--- src/logic/lsmu_params.svh ---
// Constants for the load/store move unit.
`ifndef LSMU_PARAMS_SVH
`define LSMU_PARAMS_SVH
`define LSMU_BYTE_STEP      32'h0000_0001
`define LSMU_LONG_STEP      32'h0000_0004
`define LSMU_LONG_SHIFT     2
`define LSMU_EXC_RADDR      0
`define LSMU_EXC_RMISS      1
`define LSMU_EXC_RPROT      2
`define LSMU_EXC_WADDR      3
`define LSMU_EXC_WMISS      4
`define LSMU_EXC_WPROT      5
`define LSMU_EXC_FIRSTW     6
`define LSMU_EXC_WIDTH      7
`endif

--- src/logic/lsmu_pkg.sv ---
// Types for the load/store move unit.
package lsmu_pkg;
    typedef enum logic [3:0] {
        LSMU_OP_LDB_IND  = 4'h0,
        LSMU_OP_LDB_POST = 4'h1,
        LSMU_OP_LDB_IDX  = 4'h2,
        LSMU_OP_LDB_GBR  = 4'h3,
        LSMU_OP_LDB_DISP = 4'h4,
        LSMU_OP_STL_IND  = 4'h5,
        LSMU_OP_STL_PRE  = 4'h6,
        LSMU_OP_STL_IDX  = 4'h7,
        LSMU_OP_STL_GBR  = 4'h8,
        LSMU_OP_STL_DISP = 4'h9,
        LSMU_OP_LDL_IND  = 4'hA,
        LSMU_OP_LDL_POST = 4'hB
    } lsmu_op_e;
    typedef enum logic [1:0] {
        LSMU_ST_IDLE = 2'b00,
        LSMU_ST_MEM  = 2'b01,
        LSMU_ST_DONE = 2'b11
    } lsmu_state_e;
endpackage

--- src/logic/lsmu_top.sv ---
// Load/store move unit: byte loads and long-word loads and stores.
// Notes on behaviour
// [RULE1] Byte load indirect: read byte at source, sign-extend, write destination.
// [RULE2] Byte post-increment load: read, sign-extend, source plus one, write destination.
// [RULE3] Post-increment byte load with same register keeps the loaded byte.
// [RULE4] Indexed byte load address is index zero plus source.
// [RULE5] Global-base byte load adds zero-extended 8-bit displacement; result to index zero.
// [RULE6] Register-relative byte load adds 4-bit displacement to source; result to index zero.
// [RULE7] All effective addresses wrap modulo 32 bits.
// [RULE8] Long store indirect writes source to address in destination.
// [RULE9] Pre-decrement long store subtracts four, stores, writes address back.
// [RULE10] Indexed long store address is index zero plus destination.
// [RULE11] Global-base long store: displacement times four plus base; stores index zero.
// [RULE12] Register-relative long store: 4-bit displacement times four plus destination.
// [RULE13] Long load indirect writes the word unchanged to destination.
// [RULE14] Post-increment long load adds four to source, loads word into destination.
// [RULE15] Post-increment long load with same register keeps the loaded value.
// [RULE16] Stores may raise write address, miss, protection and first-write exceptions.
// [RULE17] Loads may raise read exceptions and then leave destination unwritten.
`timescale 1ns/1ns
`include "lsmu_params.svh"
module lsmu_top (
    input  wire logic                       clk_sys,
    input  wire logic                       rst,
    input  wire logic                       issue_valid,
    input  wire logic [3:0]                 issue_op,
    input  wire logic [3:0]                 source_index,
    input  wire logic [3:0]                 destination_index,
    input  wire logic [7:0]                 disp,
    input  wire logic [31:0]                source_register,
    input  wire logic [31:0]                destination_register,
    input  wire logic [31:0]                index_register_zero,
    input  wire logic [31:0]                global_base,
    output logic                            issue_ready,
    output logic                            mem_req,
    output logic                            mem_write,
    output logic                            mem_long,
    output logic      [31:0]                mem_addr,
    output logic      [31:0]                mem_wdata,
    input  wire logic                       mem_ack,
    input  wire logic [31:0]                mem_rdata,
    input  wire logic [2:0]                 mem_fault,
    output logic                            wb_a_en,
    output logic      [3:0]                 wb_a_index,
    output logic      [31:0]                wb_a_data,
    output logic                            wb_b_en,
    output logic      [3:0]                 wb_b_index,
    output logic      [31:0]                wb_b_data,
    output logic                            done,
    output logic      [`LSMU_EXC_WIDTH-1:0] exception
);
    lsmu_pkg::lsmu_state_e state_reg;
    lsmu_pkg::lsmu_op_e    op_reg;
    logic [3:0]            src_idx_reg;
    logic [3:0]            dst_idx_reg;
    logic [31:0]           src_val_reg;
    logic [31:0]           dst_val_reg;
    logic [31:0]           addr_next;
    logic [31:0]           load_value;
    logic                  is_store;
    logic                  is_long;
    logic                  fault_any;
    logic [`LSMU_EXC_WIDTH-1:0] exc_next;

    function automatic logic op_is_store(input lsmu_pkg::lsmu_op_e o);
        op_is_store = (o == lsmu_pkg::LSMU_OP_STL_IND)  || (o == lsmu_pkg::LSMU_OP_STL_PRE) ||
                      (o == lsmu_pkg::LSMU_OP_STL_IDX)  || (o == lsmu_pkg::LSMU_OP_STL_GBR) ||
                      (o == lsmu_pkg::LSMU_OP_STL_DISP);
    endfunction

    function automatic logic op_is_long(input lsmu_pkg::lsmu_op_e o);
        op_is_long = op_is_store(o) || (o == lsmu_pkg::LSMU_OP_LDL_IND) ||
                     (o == lsmu_pkg::LSMU_OP_LDL_POST);
    endfunction

    // ----------------------------------------------------------------
    // Address generation
    // ----------------------------------------------------------------
    lsmu_agen u_agen (
        .op                   (issue_op),
        .source_register      (source_register),
        .destination_register (destination_register),
        .index_register_zero  (index_register_zero),
        .global_base          (global_base),
        .disp                 (disp),
        .address              (addr_next)
    );

    assign is_store  = op_is_store(op_reg);
    assign is_long   = op_is_long(op_reg);
    assign fault_any = |mem_fault;
    // Byte loads are sign-extended, long loads pass unchanged.
    assign load_value = is_long ? mem_rdata // [RULE1] [RULE13]
                                : {{24{mem_rdata[7]}}, mem_rdata[7:0]};

    // Fault code 1 is address error, 2 is translation miss, 3 protection, 4 first write.
    always_comb begin
        exc_next = '0;
        if (!is_store) begin
            exc_next[`LSMU_EXC_RADDR] = (mem_fault == 3'h1); // [RULE17]
            exc_next[`LSMU_EXC_RMISS] = (mem_fault == 3'h2); // [RULE17]
            exc_next[`LSMU_EXC_RPROT] = (mem_fault == 3'h3); // [RULE17]
        end else begin
            exc_next[`LSMU_EXC_WADDR]  = (mem_fault == 3'h1); // [RULE16]
            exc_next[`LSMU_EXC_WMISS]  = (mem_fault == 3'h2); // [RULE16]
            exc_next[`LSMU_EXC_WPROT]  = (mem_fault == 3'h3); // [RULE16]
            exc_next[`LSMU_EXC_FIRSTW] = (mem_fault == 3'h4); // [RULE16]
        end
    end

    // ----------------------------------------------------------------
    // Sequencer
    // ----------------------------------------------------------------
    always_ff @(posedge clk_sys) begin
        if (rst) begin
            state_reg <= lsmu_pkg::LSMU_ST_IDLE;
        end else begin
            unique case (state_reg)
                lsmu_pkg::LSMU_ST_IDLE: begin
                    if (issue_valid) begin
                        state_reg <= lsmu_pkg::LSMU_ST_MEM;
                    end
                end
                lsmu_pkg::LSMU_ST_MEM: begin
                    if (mem_ack) begin
                        state_reg <= lsmu_pkg::LSMU_ST_DONE;
                    end
                end
                lsmu_pkg::LSMU_ST_DONE: state_reg <= lsmu_pkg::LSMU_ST_IDLE;
                default:                state_reg <= lsmu_pkg::LSMU_ST_IDLE;
            endcase
        end
    end

    // Operands are captured at issue so the register file may move on.
    always_ff @(posedge clk_sys) begin
        if (rst) begin
            op_reg      <= lsmu_pkg::LSMU_OP_LDB_IND;
            src_idx_reg <= 4'h0;
            dst_idx_reg <= 4'h0;
            src_val_reg <= 32'h0000_0000;
            dst_val_reg <= 32'h0000_0000;
        end else if (state_reg == lsmu_pkg::LSMU_ST_IDLE && issue_valid) begin
            op_reg      <= lsmu_pkg::lsmu_op_e'(issue_op);
            src_idx_reg <= source_index;
            dst_idx_reg <= destination_index;
            src_val_reg <= source_register;
            dst_val_reg <= destination_register;
        end
    end

    // ----------------------------------------------------------------
    // Memory request
    // ----------------------------------------------------------------
    always_ff @(posedge clk_sys) begin
        if (rst) begin
            mem_req   <= 1'b0;
            mem_write <= 1'b0;
            mem_long  <= 1'b0;
            mem_addr  <= 32'h0000_0000;
            mem_wdata <= 32'h0000_0000;
        end else if (state_reg == lsmu_pkg::LSMU_ST_IDLE && issue_valid) begin
            mem_req   <= 1'b1;
            mem_write <= op_is_store(lsmu_pkg::lsmu_op_e'(issue_op));
            mem_long  <= op_is_long(lsmu_pkg::lsmu_op_e'(issue_op));
            mem_addr  <= addr_next;
            // Global-base store sends index zero; all other stores send the source.
            if (lsmu_pkg::lsmu_op_e'(issue_op) == lsmu_pkg::LSMU_OP_STL_GBR) begin
                mem_wdata <= index_register_zero; // [RULE11]
            end else begin
                mem_wdata <= source_register; // [RULE8] [RULE10] [RULE12]
            end
        end else if (state_reg == lsmu_pkg::LSMU_ST_MEM && mem_ack) begin
            mem_req <= 1'b0;
        end
    end

    // ----------------------------------------------------------------
    // Write-back and completion
    // ----------------------------------------------------------------
    always_ff @(posedge clk_sys) begin
        if (rst) begin
            wb_a_en    <= 1'b0;
            wb_a_index <= 4'h0;
            wb_a_data  <= 32'h0000_0000;
            wb_b_en    <= 1'b0;
            wb_b_index <= 4'h0;
            wb_b_data  <= 32'h0000_0000;
            done       <= 1'b0;
            exception  <= '0;
        end else begin
            wb_a_en   <= 1'b0;
            wb_b_en   <= 1'b0;
            done      <= 1'b0;
            exception <= '0;
            if (state_reg == lsmu_pkg::LSMU_ST_MEM && mem_ack) begin
                done      <= 1'b1;
                exception <= exc_next;
                // A faulting access writes no register at all.
                if (!fault_any) begin // [RULE16] [RULE17]
                    unique case (op_reg)
                        lsmu_pkg::LSMU_OP_LDB_IND, lsmu_pkg::LSMU_OP_LDB_IDX,
                        lsmu_pkg::LSMU_OP_LDL_IND: begin
                            wb_a_en    <= 1'b1; // [RULE1] [RULE4] [RULE13]
                            wb_a_index <= dst_idx_reg;
                            wb_a_data  <= load_value;
                        end
                        lsmu_pkg::LSMU_OP_LDB_GBR, lsmu_pkg::LSMU_OP_LDB_DISP: begin
                            wb_a_en    <= 1'b1; // [RULE5] [RULE6]
                            wb_a_index <= 4'h0;
                            wb_a_data  <= load_value;
                        end
                        lsmu_pkg::LSMU_OP_LDB_POST, lsmu_pkg::LSMU_OP_LDL_POST: begin
                            wb_a_en    <= 1'b1; // [RULE2] [RULE14]
                            wb_a_index <= dst_idx_reg;
                            wb_a_data  <= load_value;
                            // Same register: the increment is dropped.
                            wb_b_en    <= (src_idx_reg != dst_idx_reg); // [RULE3] [RULE15]
                            wb_b_index <= src_idx_reg;
                            wb_b_data  <= src_val_reg // [RULE2] [RULE14]
                                          + (is_long ? `LSMU_LONG_STEP : `LSMU_BYTE_STEP);
                        end
                        lsmu_pkg::LSMU_OP_STL_PRE: begin
                            wb_b_en    <= 1'b1; // [RULE9]
                            wb_b_index <= dst_idx_reg;
                            wb_b_data  <= mem_addr;
                        end
                        default: begin
                        end
                    endcase
                end
            end
        end
    end

    always_ff @(posedge clk_sys) begin
        if (rst) begin
            issue_ready <= 1'b0;
        end else begin
            issue_ready <= (state_reg == lsmu_pkg::LSMU_ST_DONE) ||
                           (state_reg == lsmu_pkg::LSMU_ST_IDLE && !issue_valid);
        end
    end
endmodule

--- src/logic/lsmu_agen.sv ---
// Effective address generator for the load/store move unit.
`timescale 1ns/1ns
`include "lsmu_params.svh"
module lsmu_agen (
    input  wire logic [3:0]  op,
    input  wire logic [31:0] source_register,
    input  wire logic [31:0] destination_register,
    input  wire logic [31:0] index_register_zero,
    input  wire logic [31:0] global_base,
    input  wire logic [7:0]  disp,
    output logic      [31:0] address
);
    logic [31:0] disp8;
    logic [31:0] disp4;
    assign disp8 = {24'h00_0000, disp};
    assign disp4 = {28'h000_0000, disp[3:0]};

    // Sums keep only 32 bits, so addresses wrap around the address space.
    always_comb begin
        unique case (lsmu_pkg::lsmu_op_e'(op))
            lsmu_pkg::LSMU_OP_LDB_IND:  address = source_register; // [RULE1]
            lsmu_pkg::LSMU_OP_LDB_POST: address = source_register; // [RULE2]
            lsmu_pkg::LSMU_OP_LDB_IDX:
                address = index_register_zero + source_register; // [RULE4] [RULE7]
            lsmu_pkg::LSMU_OP_LDB_GBR:  address = global_base + disp8; // [RULE5] [RULE7]
            lsmu_pkg::LSMU_OP_LDB_DISP: address = source_register + disp4; // [RULE6] [RULE7]
            lsmu_pkg::LSMU_OP_STL_IND:  address = destination_register; // [RULE8]
            lsmu_pkg::LSMU_OP_STL_PRE:
                address = destination_register - `LSMU_LONG_STEP; // [RULE9] [RULE7]
            lsmu_pkg::LSMU_OP_STL_IDX:
                address = index_register_zero + destination_register; // [RULE10] [RULE7]
            lsmu_pkg::LSMU_OP_STL_GBR:
                address = global_base + (disp8 << `LSMU_LONG_SHIFT); // [RULE11] [RULE7]
            lsmu_pkg::LSMU_OP_STL_DISP:
                address = destination_register + (disp4 << `LSMU_LONG_SHIFT); // [RULE12] [RULE7]
            lsmu_pkg::LSMU_OP_LDL_IND:  address = source_register; // [RULE13]
            lsmu_pkg::LSMU_OP_LDL_POST: address = source_register; // [RULE14]
            default:                    address = 32'h0000_0000;
        endcase
    end
endmodule

--- config.mk ---
export PLATFORM = sky130hd
export DESIGN_NAME = lsmu_top
export DESIGN_NICKNAME = d
export VERILOG_FILES = /design/src/logic/lsmu_pkg.sv /design/src/logic/lsmu_top.sv /design/src/logic/lsmu_agen.sv
export VERILOG_INCLUDE_DIRS = /design/src /design/src/logic
export SDC_FILE = /design/constraint.sdc
export NUM_CORES = 1
export LEC_CHECK = 0
export BUFFER_PORTS_ARGS = -buffer_cell sky130_fd_sc_hd__buf_2
export CAP_MARGIN = 20
export CORE_ASPECT_RATIO = 1.5
export CORE_MARGIN = 5
export CORE_UTILIZATION = 51
export CTS_CLUSTER_SIZE = 12
export DETAILED_ROUTE_END_ITERATION = 12
export GPL_TIMING_DRIVEN = 0
export PLACE_DENSITY = 0.87
export SYNTH_ARGS = -nofsm -noshare
export SYNTH_HDL_FRONTEND = slang
export SYNTH_SLANG_ARGS = --single-unit
--- constraint.sdc ---
create_clock -name clk_sys -period 4.7 [get_ports clk_sys]
set_input_delay 1.41 -clock clk_sys [delete_from_list [all_inputs] [get_ports clk_sys]]
set_output_delay 1.41 -clock clk_sys [all_outputs]
set_load 0.05 [all_outputs]
# --- Word level (Yosys, flattened, before mapping) ---
# Index checks and enable logic that the tools add are counted.
# W data, S select, Z words.
op_classes:
  addsub: 8
  n_eq_ne: 31
  mux: 15
  bitwise: 3
  n_reduce_logical: 36
ops:
  columns: ["operator", "count"]
  rows:
  - ["$pmux W32 S9", 1]
  - ["$add A32 B32 Y32", 2]
  - ["$mux W32", 2]
  - ["$pmux W32 S2", 1]
  - ["$add A32 B10 Y32", 1]
  - ["$add A32 B3 Y32", 1]
  - ["$add A32 B4 Y32", 1]
  - ["$add A32 B6 Y32", 1]
  - ["$add A32 B8 Y32", 1]
  - ["$eq A4 B3 Y1 const B", 8]
  - ["$eq A4 B4 Y1 const B", 8]
  - ["$sub A32 B3 Y32 const B", 1]
  - ["$eq A4 B2 Y1 const B", 4]
  - ["$pmux W4 S2", 2]
  - ["$logic_or A1 B1 Y1", 13]
  - ["$reduce_or A5 Y1", 2]
  - ["$reduce_and A3 Y1", 3]
  - ["$reduce_or A3 Y1", 3]
  - ["$eq A4 B1 Y1 const B", 2]
  - ["$logic_not A4 Y1", 2]
  - ["$reduce_or A7 Y1", 1]
  - ["$eq A3 B2 Y1 const B", 2]
  - ["$reduce_bool A2 Y1", 3]
  - ["$mux W1", 4]
  - ["17 further kinds", 24]
totals:
  reg_bits: 196
  output_inout_bits: 150
  elab_cells: 113

# --- Depth between registers and ports, before layout ---
# Gate-level depths: netlist of the first run.
depth:
  word_depth: 10
  mapped_depth: 16

# --- Cells and area by module ---
# From an unflattened synthesis of the first run, not the netlist that was laid out.
unflattened:
  hier_cells: 2051
  area_unflattened_um2: 15447.3
by_module_without_submodules:
  columns: ["mod", "instances", "cells_per_inst", "area_per_inst_um2", "seq_area_each_um2"]
  rows:
  - ["lsmu_top", 1, 1000, 8161.6, 3923.8]
  - ["lsmu_agen", 1, 1051, 7285.7, 0.0]

# --- Worst setup path before layout of the first run ---
# No wires, ideal clock.
synth_path:
  kind: "in2reg"
  startpoint: "in issue_op[1]"
  endpoint: "reg mem_addr[31]"
  setup_time_ns: 0.133
  arrival_ns: 4.821
  path_slack_ns: -0.254
  cell_stages: 14
  cell_sequence: "clkbuf_1 -> nand3_1 -> clkbuf_1 -> mux2_2 -> ha_1 -> a211oi_1 -> nor3_1 -> o31ai_2 -> a31oi_1 -> a31oi_4 -> o22ai_1 -> or4_1 -> a41oi_1 -> a311oi_1"
synth_via:
  elab_chain_len: 3
  elab_cells_between_ends: 14
  cone_classes: "eq/ne (11); mux (1); reduce/logical (2)"
synth_lines:
  columns: ["element", "line_no", "rtl"]
  rows:
  - ["from (decl)", "lsmu_top.sv:26", "input wire logic [3:0] issue_op,"]
  - ["$eq A4 B4 Y1, or another cell as far along", "lsmu_agen.sv:20", "unique case (lsmu_pkg::lsmu_op_e'(op))"]
  - ["$reduce_or A4 Y1 (no line)", null, null]
  - ["$pmux W32 S9 (*)", "lsmu_agen.sv:20", null]
  - ["to (signal assigned)", "lsmu_top.sv:166", "mem_addr <= addr_next;"]
  - ["to (decl)", "lsmu_top.sv:38", "output logic [31:0] mem_addr,"]
# Mark *: on every way between the ends. The rest lies on a longest branch, timed or not.
# A chain may end at the register's enable or synchronous reset.

# --- Final worst setup path of the first run ---
layout_path:
  startpoint: "in issue_op[3]"
  endpoint: "reg mem_addr[31]"
# The elaborated chain is that of the path after synthesis.

==> results_dict.tcl, run 1 <==
set metrics [dict create \
    status "finished with violations" \
    violations "setup timing" \
    yosysWarningCount 0 \
    drt_iter0_drc 1923 \
    io_pins 337 \
    vias 18579 \
    slowest_delay_ns 0.53 \
    worstPathCellList "buf_4, nor2b_4, nand3_4, clkbuf_16, mux2_2, ha_2, a21oi_2, o22ai_1, o31ai_2, a31oi_4, a31oi_4, o22ai_2, or4_4, a41oi_2, a311oi_1" \
    numClockSinks 196 \
    synth_flop_cell "dfxtp_1" \
    start_util_pct 51.2 \
    grt_usage_pct 42.2 \
    wire_per_inst_um 25.7 \
    clock_latency_ns 0.47 \
    ys_seq_elements 196 \
    dpl_cell_area_mm2 0.0171 \
    cts_hold_buf 0 \
    cp_num_buf_inv 2 \
    synth_cell_type_count 72 \
    synth_top_area_cell "dfxtp_1" \
    netlist_area_mm2 0.0150 \
    ys_seq_area_share_pct 26.2 \
    fmax_mhz 213 \
    maxCapViolCount 0 \
    p_sw_mw 1.93 \
    period_minus_slack_ns 4.70 \
    worstSetupEndpointType "flip-flop" \
    first_global_vias 18036 \
    timing.critical_path.fanout_max 9 \
    fin_nets 2692 \
    syn_inst 2040 \
    syn_nets 2320 \
    instances_no_fill 2824 \
    timing.final.hold_violations 0 \
    power_frac_seq_pct 36.0 \
    cts_root_buffer "clkbuf_16" \
    tightest_slew_ns 1.24 \
    dp.cells 2761 \
    cts_buffer_depth 2 \
    p_per_area_mw_per_mm2 273 \
    fillers 2728 \
    synth_enable_flop_cells 0 \
    rows 77 \
    final.setup.tns_ns -0.00445 \
    grt_max_degree 20 \
    core_area_mm2 0.0293 \
    critPathArrivalTime_ns 5.01 \
    p_comb_share_pct 32.7 \
    cts_tree "built" \
    crit_type "in2reg" \
    cpMostUsedCell "a31oi_4" \
    total_power_mw 4.99 \
    overflow 0 \
    clkTransAtPathRegs_ns 0.07 \
    die_h_um 220 \
    antenna_found_initial 4 \
    crit_family "compound AO/OA/AOI/OAI gates" \
    finalSetupViolations 1 \
    area_growth_pct 22.2 \
    synth_top_area_share_pct 26.2 \
    die_w_um 150 \
    synth.area.top_cells "dfxtp_1 26%, ha_1 7.3%, nand2_1 7.1%, a21oi_1 7.0%, nor2_1 5.8%" \
    drt-total-wl_um 72700 \
    post_synth.cell_area_avg_um2 7.35 \
    stdcell_area_mm2 0.0183 \
    fin_crit_sh_pct 100 \
    htree_levels 4 \
    drc_errors 0 \
    holdWs_ns 0.458 \
    place_congestion 1.09 \
    p_leak_nw 7.52 \
    ant_nets 0 \
    internal-power_mw 3.06 \
    grt_pass1_wl_um 105000 \
    relSlewSlack_pct 17.0 \
    cts-buffers-inserted 17 \
    crit_path_top_delay_cell "or4_4" \
    post-dp-hpwl_um 56600 \
    drive_above_1_share_pct 20.0 \
    synthArstFlopShare_pct 0 \
    die-area_mm2 0.0330 \
    dr.pass1.iters 8 \
    post-route-worst-setup-slack_ns -0.00445 \
    slew_violations 0 \
    clockPowerShare_pct 31.2 \
    worstPathRequired_ns 5.00 \
    hp-class "reg2reg" \
    p_sw_share_pct 38.8 \
    cp-start-kind "input port" \
    place.port_buffers 325 \
    via_per_inst 6.58 \
    clock_skew_ns 0.0168 \
    max-vdd-ir-drop_mv 0.249 \
]
## cells by family after synthesis
group	Yosys count	share of synthesized area [%]
AOI/OAI and AO/OA	642	28.1
xor gates and xnor gates	117	6.84
muxes	42	3.06
DFF	196	26.2
and+or+nand+nor	783	23.6
adders and majority gates	93	8.01
buffers and inverters	167	4.20
## layer usage
layer,vias to the layer above,GRT usage [%],share of wire (%)
met1,8639,46.0,34
li1,8249,-,-
met2,1309,69.1,46
met5,-,0,0
met3,382,9.22,10
met4,0,35.7,9.7
## cell type report
cell class | instances | area (µm²) | share of cell area [%]
diodes | 4 | 10.0 | 0.0547
plain buffers | 140 | 609 | 3.33
clock buffers | 19 | 453 | 2.47
clock inverters | 13 | 158 | 0.861
inverters | 22 | 86.3 | 0.471
multi-input cells | 1677 | 10700 | 58.4
flip-flops and latches | 196 | 3920 | 21.4
well taps | 395 | 494 | 2.70
repair buffers | 357 | 1880 | 10.2
repair inverters | 1 | 7.51 | 0.0410
## worst register-to-register path: stages (launching register included)
cell	delay, ns
dfxtp_1	0.31
clkbuf_1	0.19
o21ai_0	0.35
nand2_1	0.29
clkbuf_1	0.36
ha_1	0.45
a31oi_1	0.20
nand4b_1	0.38
or2_2	0.40
nor3_2	0.42
nand3_1	0.15
xor2_1	0.17
a211oi_1	0.36
a21oi_1	0.08
nor2_1	0.10
## metrics by stage
stage	setup slack, ns	util (%)
final	-0.00445	62.5
after global placement	-1.65	58.5
after CTS	-0.00416	61.8
after global routing	-0.0353	62.5
after floorplan	0.0106	-
after detailed placement	-1.70	58.5
## power by group through the flow
stage / clock network [mW] / logic [mW] / registers [mW]
after global routing: 1.63 / 1.72 / 1.80
after CTS: 1.55 / 1.54 / 1.79
after floorplan: 0 / 0.807 / 1.98
after detailed placement: 0 / 1.49 / 1.83
after global placement: 0 / 1.47 / 1.83
final: 1.56 / 1.63 / 1.80
## placed cells by master, fill, tap and decap left out, types with 60 or more instances in the layout
cell	netlist	routed
a211oi_1	70	68
a21oi_1	209	203
buf_2	2	326
clkbuf_1	129	119
dfxtp_1	196	196
ha_1	88	81
nand2_1	284	284
nor2_1	231	229
nor3_1	62	61
o21ai_0	106	99
xor2_1	60	60
## synth_stat cells (17+ instances only)
library cell  count
ha_1             88
o21ai_0         106
nor2b_1          17
a211oi_1         70
nand2_1         284
inv_1            22
a21o_1           37
dfxtp_1         196
a21oi_1         209
a311oi_1         42
nand3_1          58
a31oi_1          25
a222oi_1         18
clkbuf_1        129
nor3_1           62
nor2_1          231
a22oi_1          18
xor2_1           60
nand4_1          31
mux2_2           31
xnor2_1          57
and3_1           22
## repair_timing
item | CTS | global route
gates cloned | 2 | 0
hold endpoints to repair | 0 | 0
setup endpoints to repair | 30 | 14
resized for setup | 42 | 34
buffers inserted | 18 | 12
pin swaps | 7 | 15
## path summary, 6_finish.rpt
kind                                   start       endpoint  slack [ns]  cells past startpoint
worst max-delay path             issue_op[3]   mem_addr[31]      -0.004                     15
worst min-delay path            wb_a_data[7]   wb_a_data[7]        0.46                      2
worst max register to register     op_reg[1]  wb_b_data[31]        0.42                     14
worst min register to register  wb_a_data[7]   wb_a_data[7]        0.46                      2
(Power assumes the default switching activity.)
==> run 2: changes to the inputs <==
--- a/config.mk
+++ b/config.mk
@@ -8,13 +8,16 @@
 export LEC_CHECK = 0
 export BUFFER_PORTS_ARGS = -buffer_cell sky130_fd_sc_hd__buf_2
 export CAP_MARGIN = 20
+export CELL_PAD_IN_SITES_DETAIL_PLACEMENT = 1
+export CELL_PAD_IN_SITES_GLOBAL_PLACEMENT = 2
 export CORE_ASPECT_RATIO = 1.5
 export CORE_MARGIN = 5
-export CORE_UTILIZATION = 51
+export CORE_UTILIZATION = 28
 export CTS_CLUSTER_SIZE = 12
 export DETAILED_ROUTE_END_ITERATION = 12
 export GPL_TIMING_DRIVEN = 0
-export PLACE_DENSITY = 0.87
+export PLACE_DENSITY = 0.86
+export SLEW_MARGIN = 15
 export SYNTH_ARGS = -nofsm -noshare
 export SYNTH_HDL_FRONTEND = slang
 export SYNTH_SLANG_ARGS = --single-unit
==> results_dict.tcl, run 2 (synthesized netlist as in run 1, its figures left out) <==
set metrics [dict create \
    status "finished with violations" \
    violations "setup timing" \
    cts-buffers-inserted 17 \
    timing.critical_path.fanout_max 10 \
    fillers 6702 \
    slew_violations 0 \
    timing.final.hold_violations 0 \
    grt_usage_pct 28.0 \
    worstPathRequired_ns 5.12 \
    period_minus_slack_ns 4.77 \
    start_util_pct 28.1 \
    cp-start-kind "input port" \
    stdcell_area_mm2 0.0189 \
    place_congestion 0.988 \
    overflow 0 \
    cts_root_buffer "clkbuf_16" \
    cts_tree "built" \
    p_sw_mw 2.04 \
    p_comb_share_pct 33.0 \
    core_area_mm2 0.0534 \
    use_met3_pct 4.13 \
    grt_pass1_wl_um 122000 \
    dpl_cell_area_mm2 0.0175 \
    cts_hold_buf 0 \
    clkTransAtPathRegs_ns 0.08 \
    worstPathCellList "buf_2, clkbuf_8, buf_4, nand2_1, o21ai_0, clkbuf_1, clkdlybuf4s15_1, nand2_1, a31oi_1, a21oi_1, nor2_1" \
    max-vdd-ir-drop_mv 0.250 \
    total_power_mw 5.15 \
    fmax_mhz 210 \
    drive_above_1_share_pct 20.5 \
    holdWs_ns 0.457 \
    place.port_buffers 325 \
    relSlewSlack_pct 19.3 \
    p_leak_nw 7.59 \
    fin_crit_sh_pct 102 \
    final.setup.tns_ns -0.108 \
    grt_max_degree 20 \
    rows 104 \
    ant_nets 0 \
    htree_levels 4 \
    tightest_slew_ns 1.20 \
    die-area_mm2 0.0583 \
    top_usage_layer "met2" \
    crit_type "in2reg" \
    clock_latency_ns 0.50 \
    dr.pass1.iters 7 \
    power_frac_seq_pct 35.0 \
    area_growth_pct 26.4 \
    numClockSinks 196 \
    p_sw_share_pct 39.7 \
    ff2ff_setup_slack_ns 0.52 \
    final_cell_mix "325 x buf_2, 284 x nand2_1, 230 x nor2_1" \
    use_met1_pct 31.6 \
    clockPowerShare_pct 32.0 \
    maxCapViolCount 0 \
    crit_path_top_delay_cell "o21ai_0" \
    fin_nets 2688 \
    post-dp-hpwl_um 69000 \
    grt_use_met2_pct 50.9 \
    vias 17827 \
    p_per_area_mw_per_mm2 272 \
    drt-total-wl_um 84700 \
    first_global_vias 18747 \
    cp_num_buf_inv 5 \
    internal-power_mw 3.11 \
    crit_family "buffers and inverters" \
    cts_buffer_depth 2 \
    die_w_um 199 \
    slowest_delay_ns 0.92 \
    finalSetupViolations 3 \
    io_pins 337 \
    final_common_cell "buf_2" \
    critPathArrivalTime_ns 5.20 \
    post-route-worst-setup-slack_ns -0.0719 \
    clock_skew_ns 0.0301 \
    antenna_found_initial 11 \
    cpMostUsedCell "nand2_1" \
    hp-class "reg2reg" \
    via_per_inst 5.71 \
    worstSetupEndpointType "flip-flop" \
    drt_iter0_drc 1111 \
    die_h_um 293 \
    drc_errors 0 \
    wire_per_inst_um 27.2 \
]
## run 2: power by group through the flow
stage	clock network, mW	registers [mW]	logic [mW]
2_1_floorplan	0	1.98	0.807
3_3_place_gp	0	1.84	1.53
3_5_place_dp	0	1.84	1.56
4_1_cts	1.67	1.80	1.63
5_1_grt	1.73	1.81	1.81
6_report	1.65	1.80	1.70
## run 2: timing repair
action / CTS / global route
setup buffers: 20 / 6
endpoints found under the hold margin: 0 / 0
endpoints found under the setup margin: 30 / 17
pin swaps: 10 / 16
cloned: 1 / 0
resized for setup: 70 / 39
## run 2: worst min-delay path, stage by stage, from the launching register on
cell     delay (ns)
dfxtp_1        0.31
nand2_1        0.05
a21oi_1        0.05
## run 2: layout make-up
class	count	area (µm²)	share of cell area, %
clock inverter	14	189	0.997
timing repair buffer	354	1920	10.1
multi-input combinational	1677	10900	57.5
inverter	22	86.3	0.456
clock buffer	18	429	2.26
tap	689	862	4.55
sequential	196	3920	20.7
antenna	10	25.0	0.132
buffer	140	619	3.27
## run 2: routing by layer
layer	part of all wire, %	up-vias
li1	-	8227
met1	38	8729
met2	51	682
met3	5.7	187
met4	5.7	2
met5	0.015	-
## run 2: path summary, 6_finish.rpt
path,startpoint,end,cells after the start
max,issue_op[1],mem_addr[2],11
min,mem_write,mem_write,2
max reg2reg,op_reg[1],wb_b_data[31],14
min reg2reg,mem_write,mem_write,2
## run 2: through the flow
stage | instances | utilization, % | worst slack (ns)
6_report | 3120 | 35.5 | -0.0719
5_1_grt | 3118 | 35.5 | -0.0421
3_3_place_gp | 3054 | 32.8 | -2.29
2_1_floorplan | 2040 | - | 0.0106
4_1_cts | 3105 | 35.0 | -0.00346
3_5_place_dp | 3056 | 32.9 | -2.37
==> run 3: changes to the inputs <==
--- a/config.mk
+++ b/config.mk
@@ -6,17 +6,18 @@
 export SDC_FILE = /design/constraint.sdc
 export NUM_CORES = 1
 export LEC_CHECK = 0
+export ABC_AREA = 1
 export BUFFER_PORTS_ARGS = -buffer_cell sky130_fd_sc_hd__buf_2
 export CAP_MARGIN = 20
 export CELL_PAD_IN_SITES_DETAIL_PLACEMENT = 1
 export CELL_PAD_IN_SITES_GLOBAL_PLACEMENT = 2
 export CORE_ASPECT_RATIO = 1.5
 export CORE_MARGIN = 5
-export CORE_UTILIZATION = 28
+export CORE_UTILIZATION = 31
 export CTS_CLUSTER_SIZE = 12
 export DETAILED_ROUTE_END_ITERATION = 12
 export GPL_TIMING_DRIVEN = 0
-export PLACE_DENSITY = 0.86
+export PLACE_DENSITY = 0.95
 export SLEW_MARGIN = 15
 export SYNTH_ARGS = -nofsm -noshare
 export SYNTH_HDL_FRONTEND = slang
==> constraint.sdc (replaced) <==
create_clock -name clk_sys -period 5.9 [get_ports clk_sys]
set_input_delay 1.77 -clock clk_sys [delete_from_list [all_inputs] [get_ports clk_sys]]
set_output_delay 1.77 -clock clk_sys [all_outputs]
set_load 0.05 [all_outputs]
==> results_dict.tcl, run 3 <==
set metrics [dict create \
    status "finished, final reports clean" \
    synth_top_area_cell "dfxtp_1" \
    reg2regPathDepth 15 \
    synth.most_common_cell "nand2_1" \
    timing.critical_path.fanout_max 10 \
    rsz0062_at_grt "false" \
    worstPathCellList "buf_2, nand2_1, inv_1, nand2_2, buf_1, mux2_2, ha_1, fa_1, nand3_1, nand3_1, nand2_1, nand2_1, o21ai_0, o2111ai_1, nand2_1, a21oi_1" \
    die_h_um 302 \
    grt_use_met2_pct 55.0 \
    syn_inst 3082 \
    cp-start-kind "input port" \
    top_usage_layer "met2" \
    final_common_cell "nand2_1" \
    slowest_delay_ns 0.64 \
    hold_path_depth 2 \
    use_met1_pct 31.8 \
    hp-start "wb_b_data[22]" \
    drive_above_1_share_pct 13.7 \
    die_w_um 205 \
    final_cell_mix "972 x nand2_1, 426 x inv_1, 366 x buf_2" \
    syn_nets 3362 \
    fin_nets 3715 \
    dr.pass1.iters 7 \
    slew_violations 0 \
    use_met3_pct 5.89 \
    hp-class "reg2reg" \
    start_util_pct 31.1 \
    crit_family "compound AO/OA/AOI/OAI gates" \
    clock_skew_ns 0.0142 \
    first_global_vias 23012 \
    vias 22698 \
    clkTransAtPathRegs_ns 0.08 \
    synth_cell_type_count 51 \
    max-vdd-ir-drop_mv 0.185 \
    cts_tree "built" \
    tightest_slew_ns 1.21 \
    cts-resized-gates 0 \
    critPathArrivalTime_ns 5.91 \
    cts_hold_buf 0 \
    crit_path_top_delay_cell "o21ai_0" \
    area_growth_pct 18.5 \
    relSlewSlack_pct 19.6 \
    yosysWarningCount 0 \
    reg2reg_to "wb_b_data[30]" \
    p_leak_nw 10.7 \
    synth_flop_cell "dfxtp_1" \
    internal-power_mw 2.39 \
    crit_type "in2reg" \
    synthArstFlopShare_pct 0 \
    post_synth.cell_area_avg_um2 5.72 \
    grt_pass1_wl_um 143000 \
    rows 107 \
    cts-buffers-inserted 17 \
    die-area_mm2 0.0618 \
    p_sw_share_pct 42.9 \
    holdWs_ns 0.465 \
    antenna_found_initial 10 \
    grt_usage_pct 31.2 \
    synth_top_area_share_pct 22.3 \
    ff2ff_setup_slack_ns 2.10 \
    htree_levels 4 \
    post-dp-hpwl_um 85300 \
    synth_enable_flop_cells 0 \
    synth.area.top_cells "dfxtp_1 22%, nand2_1 21%, inv_1 9.1%, nand3_1 7.1%, a21oi_1 6.4%" \
    cpMostUsedCell "nand2_1" \
    clock_latency_ns 0.47 \
    worstPathRequired_ns 6.23 \
    drt_iter0_drc 1378 \
    ant_nets 0 \
    place.port_buffers 334 \
    timing.final.hold_violations 0 \
    place_congestion 1.01 \
    period_minus_slack_ns 5.58 \
    via_per_inst 5.38 \
    drt-total-wl_um 99800 \
    p_comb_share_pct 35.5 \
    maxCapViolCount 0 \
    numClockSinks 196 \
    clockPowerShare_pct 29.4 \
    hold-path-endpoint "wb_b_data[22]" \
    drc_errors 0 \
    total_power_mw 4.18 \
    finalSetupViolations 0 \
    post-cts-setup-buffers 0 \
    ys_top_cells_by_count "973 x nand2_1, 426 x inv_1, 276 x nor2_1" \
    io_pins 337 \
    ys_seq_area_share_pct 22.3 \
    final.setup.tns_ns 0 \
    timing.rr.start "op_reg[1]" \
    cts_buffer_depth 2 \
    cts_root_buffer "clkbuf_16" \
    fmax_mhz 179 \
    core_area_mm2 0.0566 \
    ys_seq_elements 196 \
    p_per_area_mw_per_mm2 200 \
    cp_num_buf_inv 3 \
    power_frac_seq_pct 35.1 \
    wire_per_inst_um 23.7 \
    worstSetupEndpointType "flip-flop" \
    overflow 0 \
    fin_crit_sh_pct 94.6 \
    p_sw_mw 1.79 \
    grt_max_degree 32 \
    netlist_area_mm2 0.0176 \
]
run 3: changes by cell type in the layout (fill, tap and decap cells not counted), sizes merged, moves of 65 or more:
cell / before / now
a211oi: 71 / 1
inv: 29 / 448
nand2: 284 / 982
nand3: 58 / 253
o211ai: 14 / 79
o21ai: 109 / 193
run 3: worst min-delay path, delay by kind of cell, from the launching register on:
family             cells  cell delay, ns
DFF                    1            0.31
and+or+nand+nor        1            0.06
AOI/OAI and AO/OA      1            0.05
run 3: metrics by stage:
stage	instance area [µm²]	cells	util, %	worst slack, ns
2_1_floorplan	17600	3082	-	1.34
3_5_place_dp	20300	4179	35.8	-0.0788
3_3_place_gp	20200	4179	35.8	-0.0629
5_1_grt	20900	4215	36.9	0.149
6_report	20900	4219	36.9	0.320
4_1_cts	20900	4211	36.8	0.409
run 3: worst max path at each step:
stage | to | slack, ns | depth (start not counted) | startpoint
finish | mem_addr[6] | 0.32 | 16 | issue_op[1]
global route | mem_addr[22] | 0.15 | 21 | issue_op[1]
CTS | mem_addr[8] | 0.41 | 16 | issue_op[1]
detailed placement | mem_addr[8] | -0.08 | 16 | issue_op[1]
global placement | mem_addr[8] | -0.06 | 16 | issue_op[1]
floorplan | mem_addr[22] | 1.34 | 20 | issue_op[1]
run 3: cells by family (layout without fill, tap and decap cells):
kind of cell,count (synthesis),after routing,share of synthesized area [%]
other,0,8,0
AO/OA/AOI/OAI,558,558,17.8
buffers and inverters,536,902,11.7
flip-flops,196,196,22.3
adder cells (fa/ha/maj),93,93,6.82
AND/OR/NAND/NOR,1675,1675,40.2
XOR/XNOR,22,22,1.09
multiplexers,2,2,0.128
run 3: power by group through the flow:
stage	Combinational [mW]	Clock, mW	Sequential (mW)
after floorplan	0.742	0	1.62
after global routing	1.60	1.29	1.47
after global placement	1.43	0	1.49
after detailed placement	1.45	0	1.49
after CTS	1.46	1.24	1.46
final	1.48	1.23	1.47
run 3: metal layers:
metal	wire length, µm	up-vias
li1	-	10740
met2	48300	821
met3	6290	343
met5	11	-
met4	9880	2
met1	35300	10792
run 3: cell type report:
class,instances,area [µm²]
diodes,8,20.0
plain buffers,97,412
clock buffers,18,439
clock inverters,14,173
fillers,7937,35700
inverters,439,1650
multi-input cells,2350,11600
flip-flops and latches,196,3920
well taps,763,955
repair buffers,334,1670
